File: config.mk
export PLATFORM = sky130hd
export DESIGN_NAME = lcdh_core
export DESIGN_NICKNAME = d
export VERILOG_FILES = /design/src/hdl/lcdh_core.v /design/src/hdl/lcdh_fifo.v
export VERILOG_INCLUDE_DIRS = /design/src /design/src/hdl
export SDC_FILE = /design/constraint.sdc
export NUM_CORES = 2
export LEC_CHECK = 0
export ABC_AREA = 1
export BUFFER_PORTS_ARGS = -buffer_cell sky130_fd_sc_hd__buf_2
export CAP_MARGIN = 15
export CORE_ASPECT_RATIO = 1.1
export CORE_MARGIN = 2
export CORE_UTILIZATION = 55
export CTS_BUF_LIST = sky130_fd_sc_hd__clkbuf_4 sky130_fd_sc_hd__clkbuf_8 sky130_fd_sc_hd__clkbuf_16
export DETAILED_ROUTE_END_ITERATION = 16
export PLACE_DENSITY = 0.73
export SETUP_SLACK_MARGIN = 0.2
export SLEW_MARGIN = 15
export SYNTH_ARGS = -nofsm -noshare
export SYNTH_HDL_FRONTEND = slang
export SYNTH_HIERARCHICAL = 1
export SYNTH_SLANG_ARGS = --single-unit
export TNS_END_PERCENT = 30
File: constraint.sdc
create_clock -name mclk -period 7.1 [get_ports mclk]
set_input_delay 0 -clock mclk [delete_from_list [all_inputs] [get_ports mclk]]
set_output_delay 0 -clock mclk [all_outputs]
set_load 0.02 [all_outputs]
File: src/hdl/lcdh_regs.vh
`ifndef LCDH_REGS_VH
`define LCDH_REGS_VH
// Register select and direction encodings
`define LCDH_SEL_CMD 1'b0
`define LCDH_SEL_DATA 1'b1
`define LCDH_DIR_WRITE 1'b0
`define LCDH_DIR_READ 1'b1
// Control byte fields
`define LCDH_CB_CONT 7
`define LCDH_CB_SEL 6
`define LCDH_CB_ZERO_MASK 8'h3f
// Command codes and masks
`define LCDH_OP_CLEAR 8'h01
`define LCDH_OP_HOME 8'h02
`define LCDH_MASK_FUNC 8'he0
`define LCDH_OP_FUNC 8'h20
`define LCDH_MASK_ENTRY 8'hfc
`define LCDH_OP_ENTRY 8'h04
`define LCDH_MASK_DISP 8'hf8
`define LCDH_OP_DISP 8'h08
`define LCDH_MASK_SHIFT 8'hf0
`define LCDH_OP_SHIFT 8'h10
`define LCDH_MASK_ICON 8'hf8
`define LCDH_OP_ICON 8'h08
`define LCDH_MASK_GLYPH 8'hc0
`define LCDH_OP_GLYPH 8'h40
`define LCDH_MASK_TEXT 8'h80
`define LCDH_OP_TEXT 8'h80
// Command field positions
`define LCDH_BIT_EXT 0
`define LCDH_BIT_INC 1
`define LCDH_BIT_SHIFT 0
`define LCDH_BIT_CURS_UL 1
`define LCDH_BIT_CURS_BL 0
`define LCDH_BIT_ICON_ON 2
`define LCDH_BIT_ICON_BLINK 1
// Execution times in oscillator ticks
`define LCDH_TICKS_SHORT 8'd3
`define LCDH_TICKS_CLEAR 8'd165
`define LCDH_OSC_DIV 8'd63
// Glyph space
`define LCDH_GLYPH_CHARS 16
`define LCDH_GLYPH_ADDR_W 7
`define LCDH_TEXT_ADDR_W 7
`define LCDH_ICON_BLINK_CHARS 5'd8
`define LCDH_ICON_STEADY_CHARS 5'd4
`define LCDH_ICON_NONE 5'd0
`define LCDH_USER_NIBBLE 4'h0
// Reset values
`define LCDH_RST_CMD 8'h00
`define LCDH_RST_DATA 8'h00
`define LCDH_RST_ADDR 7'h00
`define LCDH_FIFO_DEPTH 16
`endif

File: src/hdl/lcdh_core.v
// Behaviour
// - Glyph RAM holds sixteen 5x8 characters
// - Icons take 8, 4 or 0 glyphs
// - Blinking icons double glyph usage
// - Upper nibble zero selects glyph RAM
// - Cursor underline/blink at address counter
// - Two 8-bit host latches: command, data
// - Control bit7 continuation, bits5..0 zero
// - Select 0 command, 1 data
// - Serial direction comes with slave address
// - Direction 0 write, 1 read
// - Busy flag high while executing
// - Busy holds back all but status read
// - Command read returns busy and counter
// - Data latch readable and writable
// - Data write steps address by one
// - Display shift accompanies data write
// - Commands sorted into three classes
// - Data latch loaded after host read
// - Function bit selects extended set
`timescale 1ns/1ps
`default_nettype none
`include "lcdh_regs.vh"
module lcdh_core (
  input wire mclk,
  input wire resetn,
  input wire serial_mode,
  input wire bus_select,
  input wire bus_dir,
  input wire bus_strobe,
  input wire [7:0] bus_wdata,
  input wire ser_start,
  input wire ser_stop,
  input wire ser_dir,
  input wire ser_byte_valid,
  input wire [7:0] ser_byte,
  input wire ext_osc_sel,
  input wire ext_osc,
  input wire [7:0] glyph_code,
  output reg [7:0] bus_rdata,
  output reg rdata_valid,
  output reg busy_flag,
  output reg [6:0] address_counter,
  output reg extended_set,
  output reg cursor_underline,
  output reg cursor_blink,
  output reg display_shift_pulse,
  output reg [4:0] icon_glyph_count,
  output reg glyph_from_ram,
  output reg ram_write,
  output reg glyph_target,
  output reg [6:0] ram_addr,
  output reg [7:0] ram_wdata,
  output reg byte_error,
  output reg fifo_ready
);
  // Class codes of commands
  localparam CL_CONFIG = 2'd0;
  localparam CL_ADDR = 2'd1;
  localparam CL_XFER = 2'd2;
  localparam CL_OTHER = 2'd3;
  // Serial parser states
  localparam SP_IDLE = 2'd0;
  localparam SP_CTRL = 2'd1;
  localparam SP_BYTE = 2'd2;
  localparam SP_STREAM = 2'd3;

  reg [1:0] sp_state;
  reg sp_sel;
  reg sp_dir;
  reg [2:0] sync_strobe;
  reg [2:0] sync_start;
  reg [2:0] sync_stop;
  reg [2:0] sync_bval;
  reg [2:0] sync_osc;
  reg [18:0] pin_m;
  reg [18:0] pin_q;
  reg [7:0] command_latch;
  reg [7:0] ram_transfer_latch;
  reg step_inc;
  reg shift_on_write;
  reg icon_on;
  reg icon_blink;
  reg [7:0] busy_ticks;
  reg [7:0] osc_div;
  reg osc_tick;
  reg [7:0] glyph_mem [0:`LCDH_GLYPH_CHARS*8-1];
  reg [7:0] text_mem [0:(1 << `LCDH_TEXT_ADDR_W) - 1];
  wire strobe_rise;
  wire start_rise;
  wire stop_rise;
  wire bval_rise;
  wire osc_rise;
  wire [9:0] fifo_out;
  wire fifo_out_valid;
  wire fifo_in_ready;
  wire fifo_pop;
  wire pend_sel;
  wire pend_dir;
  wire [7:0] pend_data;
  reg push_valid;
  reg [9:0] push_data;

  // Command class decode, used in one place
  function [1:0] cmd_class;
    input [7:0] c;
    begin
      if ((c & `LCDH_MASK_TEXT) == `LCDH_OP_TEXT ||
          (c & `LCDH_MASK_GLYPH) == `LCDH_OP_GLYPH)
        cmd_class = CL_ADDR;
      else if ((c & `LCDH_MASK_FUNC) == `LCDH_OP_FUNC)
        cmd_class = CL_CONFIG;
      else
        cmd_class = CL_OTHER;
    end
  endfunction

  // Next address, one step either way
  function [6:0] step_addr;
    input [6:0] a;
    input inc;
    begin
      step_addr = inc ? a + 7'h01 : a - 7'h01;
    end
  endfunction

  // Two-stage synchronisers; third stage for edge detect
  always @(posedge mclk) begin
    pin_m <= {ser_dir, bus_select, bus_dir, bus_wdata, ser_byte}; // Held fields, two stages
    pin_q <= pin_m;
    if (!resetn) begin
      sync_strobe <= 3'h0;
      sync_start <= 3'h0;
      sync_stop <= 3'h0;
      sync_bval <= 3'h0;
      sync_osc <= 3'h0;
    end else begin
      sync_strobe <= {sync_strobe[1:0], bus_strobe};
      sync_start <= {sync_start[1:0], ser_start};
      sync_stop <= {sync_stop[1:0], ser_stop};
      sync_bval <= {sync_bval[1:0], ser_byte_valid};
      sync_osc <= {sync_osc[1:0], ext_osc};
    end
  end
  assign strobe_rise = sync_strobe[1] & ~sync_strobe[2];
  assign start_rise = sync_start[1] & ~sync_start[2];
  assign stop_rise = sync_stop[1] & ~sync_stop[2];
  assign bval_rise = sync_bval[1] & ~sync_bval[2];
  assign osc_rise = sync_osc[1] & ~sync_osc[2];

  // Internal or external oscillator tick
  always @(posedge mclk) begin
    if (!resetn) begin
      osc_div <= 8'h00;
      osc_tick <= 1'b0;
    end else if (ext_osc_sel) begin
      osc_div <= 8'h00;
      osc_tick <= osc_rise;
    end else begin
      osc_tick <= (osc_div == `LCDH_OSC_DIV);
      osc_div <= (osc_div == `LCDH_OSC_DIV) ? 8'h00 : osc_div + 8'h01;
    end
  end

  // Serial parser: control byte then payload
  always @(posedge mclk) begin
    if (!resetn) begin
      sp_state <= SP_IDLE;
      sp_sel <= `LCDH_SEL_CMD;
      sp_dir <= `LCDH_DIR_WRITE;
      push_valid <= 1'b0;
      push_data <= 10'h000;
      byte_error <= 1'b0;
    end else begin
      push_valid <= 1'b0;
      byte_error <= 1'b0;
      if (!serial_mode) begin
        sp_state <= SP_IDLE;
        if (strobe_rise) begin
          push_valid <= 1'b1;
          push_data <= pin_q[17:8];
        end
      end else if (stop_rise) begin
        sp_state <= SP_IDLE;
      end else if (start_rise) begin
        sp_state <= SP_CTRL;
        sp_dir <= pin_q[18];
      end else if (bval_rise) begin
        case (sp_state)
          SP_CTRL: begin
            sp_sel <= pin_q[`LCDH_CB_SEL];
            byte_error <= |(pin_q[7:0] & `LCDH_CB_ZERO_MASK);
            sp_state <= pin_q[`LCDH_CB_CONT] ? SP_BYTE : SP_STREAM;
          end
          SP_BYTE: begin
            push_valid <= 1'b1;
            push_data <= {sp_sel, sp_dir, pin_q[7:0]};
            sp_state <= SP_CTRL;
          end
          SP_STREAM: begin
            push_valid <= 1'b1;
            push_data <= {sp_sel, sp_dir, pin_q[7:0]};
          end
          default: begin
            sp_state <= SP_IDLE;
          end
        endcase
      end
    end
  end

  // Request buffer between host side and executor
  lcdh_fifo #(
    .WIDTH(10),
    .DEPTH(`LCDH_FIFO_DEPTH),
    .AW(4)
  ) u_fifo (
    .mclk(mclk),
    .resetn(resetn),
    .in_data(push_data),
    .in_valid(push_valid),
    .in_ready(fifo_in_ready),
    .out_data(fifo_out),
    .out_valid(fifo_out_valid),
    .out_ready(fifo_pop)
  );
  assign pend_sel = fifo_out[9];
  assign pend_dir = fifo_out[8];
  assign pend_data = fifo_out[7:0];
  // Status reads pass while busy; all else waits for busy_flag to clear
  assign fifo_pop = fifo_out_valid &&
    ((pend_sel == `LCDH_SEL_CMD && pend_dir == `LCDH_DIR_READ) || !busy_flag);

  // Executor: latches, busy timing, address stepping
  always @(posedge mclk) begin
    if (!resetn) begin
      command_latch <= `LCDH_RST_CMD;
      ram_transfer_latch <= `LCDH_RST_DATA;
      address_counter <= `LCDH_RST_ADDR;
      glyph_target <= 1'b0;
      busy_flag <= 1'b0;
      busy_ticks <= 8'h00;
      extended_set <= 1'b0;
      step_inc <= 1'b1;
      shift_on_write <= 1'b0;
      cursor_underline <= 1'b0;
      cursor_blink <= 1'b0;
      icon_on <= 1'b0;
      icon_blink <= 1'b0;
      display_shift_pulse <= 1'b0;
      bus_rdata <= 8'h00;
      rdata_valid <= 1'b0;
      ram_write <= 1'b0;
      ram_addr <= `LCDH_RST_ADDR;
      ram_wdata <= 8'h00;
      fifo_ready <= 1'b0;
    end else begin
      display_shift_pulse <= 1'b0;
      rdata_valid <= 1'b0;
      ram_write <= 1'b0;
      fifo_ready <= fifo_in_ready;
      // Busy countdown on oscillator ticks
      if (busy_flag && osc_tick) begin
        busy_ticks <= busy_ticks - 8'h01;
        if (busy_ticks == 8'h01) begin
          busy_flag <= 1'b0;
        end
      end
      if (fifo_pop) begin
        if (pend_sel == `LCDH_SEL_CMD && pend_dir == `LCDH_DIR_READ) begin
          bus_rdata <= {busy_flag, address_counter};
          rdata_valid <= 1'b1;
        end else if (pend_sel == `LCDH_SEL_CMD) begin
          command_latch <= pend_data;
          busy_flag <= 1'b1;
          busy_ticks <= `LCDH_TICKS_SHORT;
          case (cmd_class(pend_data))
            CL_CONFIG: begin
              extended_set <= pend_data[`LCDH_BIT_EXT];
            end
            CL_ADDR: begin
              glyph_target <= !pend_data[7];
              address_counter <= pend_data[7] ? pend_data[6:0] : {1'b0, pend_data[5:0]};
            end
            default: begin
              if (!extended_set && pend_data == `LCDH_OP_CLEAR) begin
                address_counter <= `LCDH_RST_ADDR;
                glyph_target <= 1'b0;
                busy_ticks <= `LCDH_TICKS_CLEAR;
              end else if (!extended_set && pend_data == `LCDH_OP_HOME) begin
                address_counter <= `LCDH_RST_ADDR;
              end else if (!extended_set &&
                  (pend_data & `LCDH_MASK_ENTRY) == `LCDH_OP_ENTRY) begin
                step_inc <= pend_data[`LCDH_BIT_INC];
                shift_on_write <= pend_data[`LCDH_BIT_SHIFT];
              end else if (!extended_set &&
                  (pend_data & `LCDH_MASK_DISP) == `LCDH_OP_DISP) begin
                cursor_underline <= pend_data[`LCDH_BIT_CURS_UL];
                cursor_blink <= pend_data[`LCDH_BIT_CURS_BL];
              end else if (extended_set &&
                  (pend_data & `LCDH_MASK_ICON) == `LCDH_OP_ICON) begin
                icon_on <= pend_data[`LCDH_BIT_ICON_ON];
                icon_blink <= pend_data[`LCDH_BIT_ICON_BLINK];
              end
            end
          endcase
        end else if (pend_dir == `LCDH_DIR_WRITE) begin
          ram_transfer_latch <= pend_data;
          ram_write <= 1'b1;
          ram_addr <= address_counter;
          ram_wdata <= pend_data;
          address_counter <= step_addr(address_counter, step_inc);
          display_shift_pulse <= shift_on_write;
          busy_flag <= 1'b1;
          busy_ticks <= `LCDH_TICKS_SHORT;
        end else begin
          bus_rdata <= ram_transfer_latch;
          rdata_valid <= 1'b1;
          ram_transfer_latch <= glyph_target ?
            glyph_mem[address_counter] : text_mem[address_counter];
          address_counter <= step_addr(address_counter, step_inc);
          busy_flag <= 1'b1;
          busy_ticks <= `LCDH_TICKS_SHORT;
        end
      end
    end
  end

  // Glyph and text storage
  always @(posedge mclk) begin
    if (ram_write && glyph_target) begin
      glyph_mem[ram_addr] <= ram_wdata;
    end
    if (ram_write && !glyph_target) begin
      text_mem[ram_addr] <= ram_wdata;
    end
  end

  // Icon share of glyph RAM and code space split
  always @(posedge mclk) begin
    if (!resetn) begin
      icon_glyph_count <= `LCDH_ICON_NONE;
      glyph_from_ram <= 1'b0;
    end else begin
      icon_glyph_count <= !icon_on ? `LCDH_ICON_NONE :
        (icon_blink ? `LCDH_ICON_BLINK_CHARS : `LCDH_ICON_STEADY_CHARS);
      glyph_from_ram <= (glyph_code[7:4] == `LCDH_USER_NIBBLE);
    end
  end
endmodule // lcdh_core
`default_nettype wire

File: src/hdl/lcdh_fifo.v
`timescale 1ns/1ps
`default_nettype none
module lcdh_fifo #(
  parameter WIDTH = 10,
  parameter DEPTH = 16,
  parameter AW = 4
) (
  input wire mclk,
  input wire resetn,
  input wire [WIDTH-1:0] in_data,
  input wire in_valid,
  output wire in_ready,
  output reg [WIDTH-1:0] out_data,
  output reg out_valid,
  input wire out_ready
);
  reg [WIDTH-1:0] mem [0:DEPTH-1];
  reg [AW-1:0] wr_ptr;
  reg [AW-1:0] rd_ptr;
  reg [AW:0] count;
  wire push;
  wire pop;
  wire [AW:0] depth_n;
  wire [31:0] depth_w;
  assign depth_w = DEPTH;
  assign depth_n = depth_w[AW:0];
  // Honest full and registered read side
  assign in_ready = (count != depth_n);
  assign pop = (count != {(AW+1){1'b0}}) && (!out_valid || out_ready);
  assign push = in_valid && in_ready;
  always @(posedge mclk) begin
    if (push) begin
      mem[wr_ptr] <= in_data;
    end
  end
  // Pointers, count and output register
  always @(posedge mclk) begin
    if (!resetn) begin
      wr_ptr <= {AW{1'b0}};
      rd_ptr <= {AW{1'b0}};
      count <= {(AW+1){1'b0}};
      out_valid <= 1'b0;
      out_data <= {WIDTH{1'b0}};
    end else begin
      if (push) begin
        wr_ptr <= wr_ptr + {{(AW-1){1'b0}}, 1'b1};
      end
      if (pop) begin
        rd_ptr <= rd_ptr + {{(AW-1){1'b0}}, 1'b1};
        out_data <= mem[rd_ptr];
        out_valid <= 1'b1;
      end else if (out_ready) begin
        out_valid <= 1'b0;
      end
      count <= count + {{AW{1'b0}}, push} - {{AW{1'b0}}, pop};
    end
  end
endmodule // lcdh_fifo
`default_nettype wire

After elaboration in Yosys (flattened, before gate mapping)
Memories as Yosys holds them, arrays and structs flattened. A register that Yosys moved wholly into a read port is not among the register bits.
Index checks and enable logic that the tools add are counted.
{"block": "totals", "regBits": 157, "ramBits": 2208, "input_bits": 36, "output_inout_bits": 46, "wordCells": 217, "memories": 3}
{"block": "op_classes", "n_addsub": 8, "n_eq_ne": 19, "n_mux": 63, "bitwise_logic": 27, "n_reduce_logical": 56}
{"name": "glyph_mem", "words": 128, "width": 8, "read_ports": 1, "rd_clocked_by_memory_dff": 1, "write_ports": 1, "line": "lcdh_core.v:87", "text": "reg [7:0] glyph_mem [0:`LCDH_GLYPH_CHARS*8-1];"}
{"name": "text_mem", "words": 128, "width": 8, "read_ports": 1, "rd_clocked_by_memory_dff": 1, "write_ports": 1, "line": "lcdh_core.v:88", "text": "reg [7:0] text_mem [0:(1 << `LCDH_TEXT_ADDR_W) - 1];"}
{"name": "u_fifo.mem", "words": 16, "width": 10, "read_ports": 1, "rd_clocked_by_memory_dff": 1, "write_ports": 1, "line": "lcdh_fifo.v:17", "text": "reg [WIDTH-1:0] mem [0:DEPTH-1];"}
{"operator": "$mux W8", "n": 11}
{"operator": "$mux W7", "n": 9}
{"operator": "$mux W10", "n": 6}
{"operator": "$mux W1", "n": 27}
{"operator": "$not A1 Y1", "n": 22}
{"operator": "$eq A8 B1 Y1 const B", "n": 2}
{"operator": "$reduce_and A5 Y1", "n": 3}
{"operator": "$pmux W7 S2", "n": 1}
{"operator": "$logic_and A1 B1 Y1", "n": 12}
{"operator": "$mux W2", "n": 6}
{"operator": "$reduce_and A4 Y1", "n": 3}
{"operator": "$reduce_bool A2 Y1", "n": 6}
{"operator": "$reduce_or A6 Y1", "n": 2}
{"operator": "$reduce_and A3 Y1", "n": 3}
{"operator": "$reduce_and A9 Y1", "n": 1}
{"operator": "$add A4 B1 Y4 const B", "n": 2}
{"operator": "$add A8 B1 Y8 const B", "n": 1}
{"operator": "$eq A8 B2 Y1 const B", "n": 1}
{"operator": "$eq A8 B6 Y1 const B", "n": 1}
{"operator": "$ne A2 B2 Y1 const B", "n": 4}
{"operator": "$reduce_and A2 Y1", "n": 4}
{"operator": "$reduce_and A8 Y1", "n": 1}
{"operator": "$reduce_or A4 Y1", "n": 2}
{"operator": "$sub A8 B1 Y8 const B", "n": 1}
{"operator": "other kinds (25)", "n": 42}

Longest topological paths before layout
{"block": "depth", "ltp_word": 13, "depth_mapped": 17, "depth_no_buf": 16}

By module
Netlist, hierarchy kept.
{"mod": "lcdh_core", "n_inst": 1, "cells_each": 7662, "area_each_um2": 88788.9, "seq_area_each_um2": 64441.8}
{"mod": "lcdh_fifo", "n_inst": 1, "cells_each": 794, "area_each_um2": 7990.2, "seq_area_each_um2": 5285.1}

Least setup slack after synthesis
No wires, ideal clock.
{"block": "synth_path", "path_type": "register to register", "startpoint": "reg ram_wdata[7]", "endpoint": "mem glyph_mem[0][7] (data pin)", "setup_ps": 883, "arrival_ps": 3527, "t_required_ps": 6217, "setup_slack_ps": 2691, "path_stages_with_launch": 1, "path_buffers": 0, "synth_period_minus_slack_ps": 4409, "path_cell_list": "dfxtp_1"}
{"element": "start, declared", "line": "lcdh_core.v:53", "text": "output reg [7:0] ram_wdata,"}
{"element": "start signal, assigned", "line": "lcdh_core.v:311", "text": "ram_wdata <= pend_data;"}
{"element": "end, declared", "line": "lcdh_core.v:87"}
Straight into the memory's write port.

==> metrics.md <==
| Metric | Value |
|---|---|
| Top_reg_cell synth | `edfxtp_1` |
| Busiest grt layer | `met2` |
| Clock Latency Late Sink | `about 0.86 ns` |
| Cts repair resizes | `0` |
| Met3 GRT Util | `0.04785` |
| Hold Path Class | `input pin to flop` |
| CP Class | `flop to flop` |
| Worst-margin pin slew | `~1.2 ns` |
| TritonRoute pass-1 iters | `8` |
| IO Port Bufs | `between 70 and 80` |
| M2 GR Usage | `0.4250` |
| Mapped Cells | `about 8500` |
| Most frequent cells in the layout | `nand2_1 (2551), edfxtp_1 (2208), nand3_1 (2155)` |
| Rel. slew slack | `0.1743` |
| Syn avg cell area | `approximately 11 um^2` |
| Mapped cell area | `roughly 97000 um^2` |
| Fill count | `around 13000` |
| Grt total ovfl | `0` |
| Cell mode on critical path | `nand3_1` |
| Clock power frac | `0.294` |
| Area used by multi-input combinational logic | `between 20000 and 25000 um^2` |
| Chip width | `about 400 um` |
| Reg area | `between 60000 and 70000 um^2` |
| Internal Power | `approximately 25000 uW` |
| CP arrival | `roughly 5.0 ns` |
| DRT iter0 DRCs | `around 8500` |
| Critical Path RT | `~7.9 ns` |
| P&R area growth vs syn | `9.697%` |
| Fmax | `0.2353 GHz` |
| Net Sw Power | `around 14000 uW` |
| Fin crit period | `between 4 and 5 ns` |
| Clk slew on worst S/H paths | `around 0.070 ns` |
| Chip height | `between 400 and 500 um` |
| Fin. max-slew vios | `0` |
| Static Leak | `roughly 0.037 uW` |
| Sw frac | `0.3587` |
| Placed Area | `roughly 98000 um^2` |
| DR vias | `approximately 65000` |
| Commonest non-fill, non-tap cell in the layout | `nand2_1` |
| Global Route Usage Sum | `0.2669` |
| Syn. warnings | `6` |
| CTS tree | `built` |
| Die Area | `~180000 um^2` |
| Crit end category | `flop` |
| Drt drc | `0` |
| Final nets | `8412` |
| Clk root buf | `clkbuf_16` |
| Seq/Total Area, Yosys | `0.7205` |
| Largest net degree at the start of global routing | `about 210` |
| Crit-path cells | `buf_12 > buf_4 > nand2_1 > nand3_1 > nand3_1 > nand3_1 > nand3_1 > nand3_1 > nand3_1 > nand2_1 > nand2_1 > nand3_1 > nand2_1 > a21oi_1` |
| Crit-path max cell delay | `~0.80 ns` |
| Setup TNS Final | `0 ns` |
| Crit-path slowest cell | `buf_4` |
| Initial core utilization | `0.5535` |
| Status | `completed` |
| First-pass GRT wire length | `around 370000 um` |
| Async SR Flop Fraction | `0` |
| Fin crit share | `0.5986` |
| Critical Path Source Type | `flop` |
| FP Rows | `~160` |
| Flop pwr share | `0.413` |
| Core ar. | `about 170000 um^2` |
| Worst Skew | `0.03571 ns` |
| GPL Wtd Cong | `approximately 0.86` |
| Maximum Capacitance Violations | `0` |
| Detailed Place HPWL | `around 130000 um` |
| Combinational fraction of design power | `0.293` |
| Num CTS Buffers | `214` |
| Vias per cell | `6.004` |
| Clk buf depth | `3` |
| Met1 Use GR | `0.3605` |
| # clock sinks | `between 2000 and 2500` |
| WL final | `approximately 240000 um` |
| Fin. Hold Viols | `0` |
| Final setup viols | `0` |
| Drt wl/cell | `22.43 um` |
| CP Max Fanout | `about 190` |
| Distinct cell type count after synthesis | `between 40 and 50` |
| Initial antenna violation count | `2` |
| I/O Pins | `between 80 and 90` |
| Yosys reg bits | `2379` |
| Post-route ant nets | `0` |
| Power per cell area | `approximately 370 nW/um^2` |
| RSZ-0062 raised after global routing | `false` |
| Post-synth EDFFs | `2208` |
| Final Cell Area | `about 110000 um^2` |
| Number of global-route vias before repair | `roughly 62000` |
| Share of post-route cells with drive strength above 1 | `0.06954` |
| VDD IR max | `0.0003401 V` |
| CTS H-tree lvls | `4` |
## layout make-up
class / count / area share
tap: 2282 / 0.02689
clock inverter: 120 / 0.009971
sequential: 2379 / 0.6572
inverter: 215 / 0.007967
antenna: 1 / 0.00002357
multi-input combinational: 5318 / 0.2231
clock buffer: 273 / 0.05707
timing repair buffer: 223 / 0.01780
## worst max-delay path, delay by kind of cell, from the launching register on
| family | cells | cell delay, ns |
|---|---|---|
| AO/OA/AOI/OAI | 1 | 0.16 |
| AND/OR/NAND/NOR | 11 | 1.55 |
| buffers and inverters | 2 | 1.46 |
| flip-flops | 1 | 0.77 |
## per-layer routing
layer | vias to the layer above | share of wire
met5 | - | 0.000033
met4 | 2 | 0.044
met3 | 564 | 0.10
met2 | 3613 | 0.48
met1 | 31310 | 0.38
li1 | 29420 | -
## cell families after synthesis
group / Yosys count / synth area share
and+or+nand+nor: 5112 / 0.2285
DFF: 2379 / 0.7205
buffers and inverters: 761 / 0.03714
AOI/OAI and AO/OA: 164 / 0.009166
adders and majority gates: 25 / 0.003387
xor gates and xnor gates: 14 / 0.001267
other: 1 / 0.00003875
## sequential cells by signal (all words and copies together) (netlist names), 4 cells and up, named ones only
name and count:
address_counter 7, bus_rdata 8, busy_ticks 8, glyph_mem 1024, osc_div 8, pin_m 19, pin_q 19, push_data 10
ram_addr 7, ram_transfer_latch 8, ram_wdata 8, text_mem 1024, u_fifo/count 5, u_fifo/mem 160, u_fifo/out_data 10, u_fifo/rd_ptr 4
u_fifo/wr_ptr 4
## cells in the mapped netlist (6+ instances only)
library cell / count / area [um^2]
ha_1: 23 / 287.8
nor3_2: 8 / 80.08
nor3_1: 92 / 460.4
a21oi_1: 85 / 425.4
buf_2: 308 / 1541
xor2_1: 11 / 96.34
buf_4: 56 / 420.4
o21ai_0: 46 / 230.2
inv_1: 200 / 750.7
nand4_1: 6 / 37.54
edfxtp_1: 2208 / 66300
a31oi_1: 16 / 100.1
nand3_1: 2155 / 10790
nand2_1: 2553 / 9583
buf_1: 40 / 150.1
clkbuf_1: 124 / 465.5
inv_2: 10 / 37.54
nor2_1: 283 / 1062
dfxtp_1: 171 / 3423
buf_6: 18 / 202.7
## timing repair
item,in CTS,in global routing
hold buffers,64,0
buffers inserted,0,0
endpoints found under the hold margin,112,0
## power groups by stage
stage	registers [uW]	logic (uW)	clock network [uW]
final	16400	11600	11700
after global routing	16400	12600	12300
after CTS	16400	11400	11700
after detailed placement	16700	11300	0
after global placement	16700	11000	0
after floorplan	16700	7620	0
## stage by stage
| step | setup slack [ns] | util | power, uW | instances | hold slack, ns |
|---|---|---|---|---|---|
| 4_1_cts | 3.038 | 0.6063 | 39470 | 10810 | 0.2482 |
| 2_1_floorplan | 2.691 | - | 24330 | 8458 | 0.02772 |
| 3_3_place_gp | 3.115 | 0.5616 | 27700 | 10350 | 0.1026 |
| 6_report | 2.850 | 0.6072 | 39710 | 10810 | 0.3119 |
| 3_5_place_dp | 3.073 | 0.5620 | 27970 | 10350 | 0.1036 |
| 5_1_grt | 2.700 | 0.6072 | 41260 | 10810 | 0.2986 |
## worst paths after layout
kind | start | endpoint | slack (ns) | cells after the start
setup / recovery | flop | ram_transfer_latch[6]$_SDFFE_PN0P_ | 2.85 | 14
hold / removal | ser_byte[2] | pin_m[2]$_DFF_P_ | 0.31 | 3
setup reg to reg | flop | ram_transfer_latch[6]$_SDFFE_PN0P_ | 2.85 | 14
hold reg to reg | pin_m[9]$_DFF_P_ | pin_q[9]$_DFF_P_ | 0.33 | 0
No activity file was read; power rests on OpenSTA's default activity.
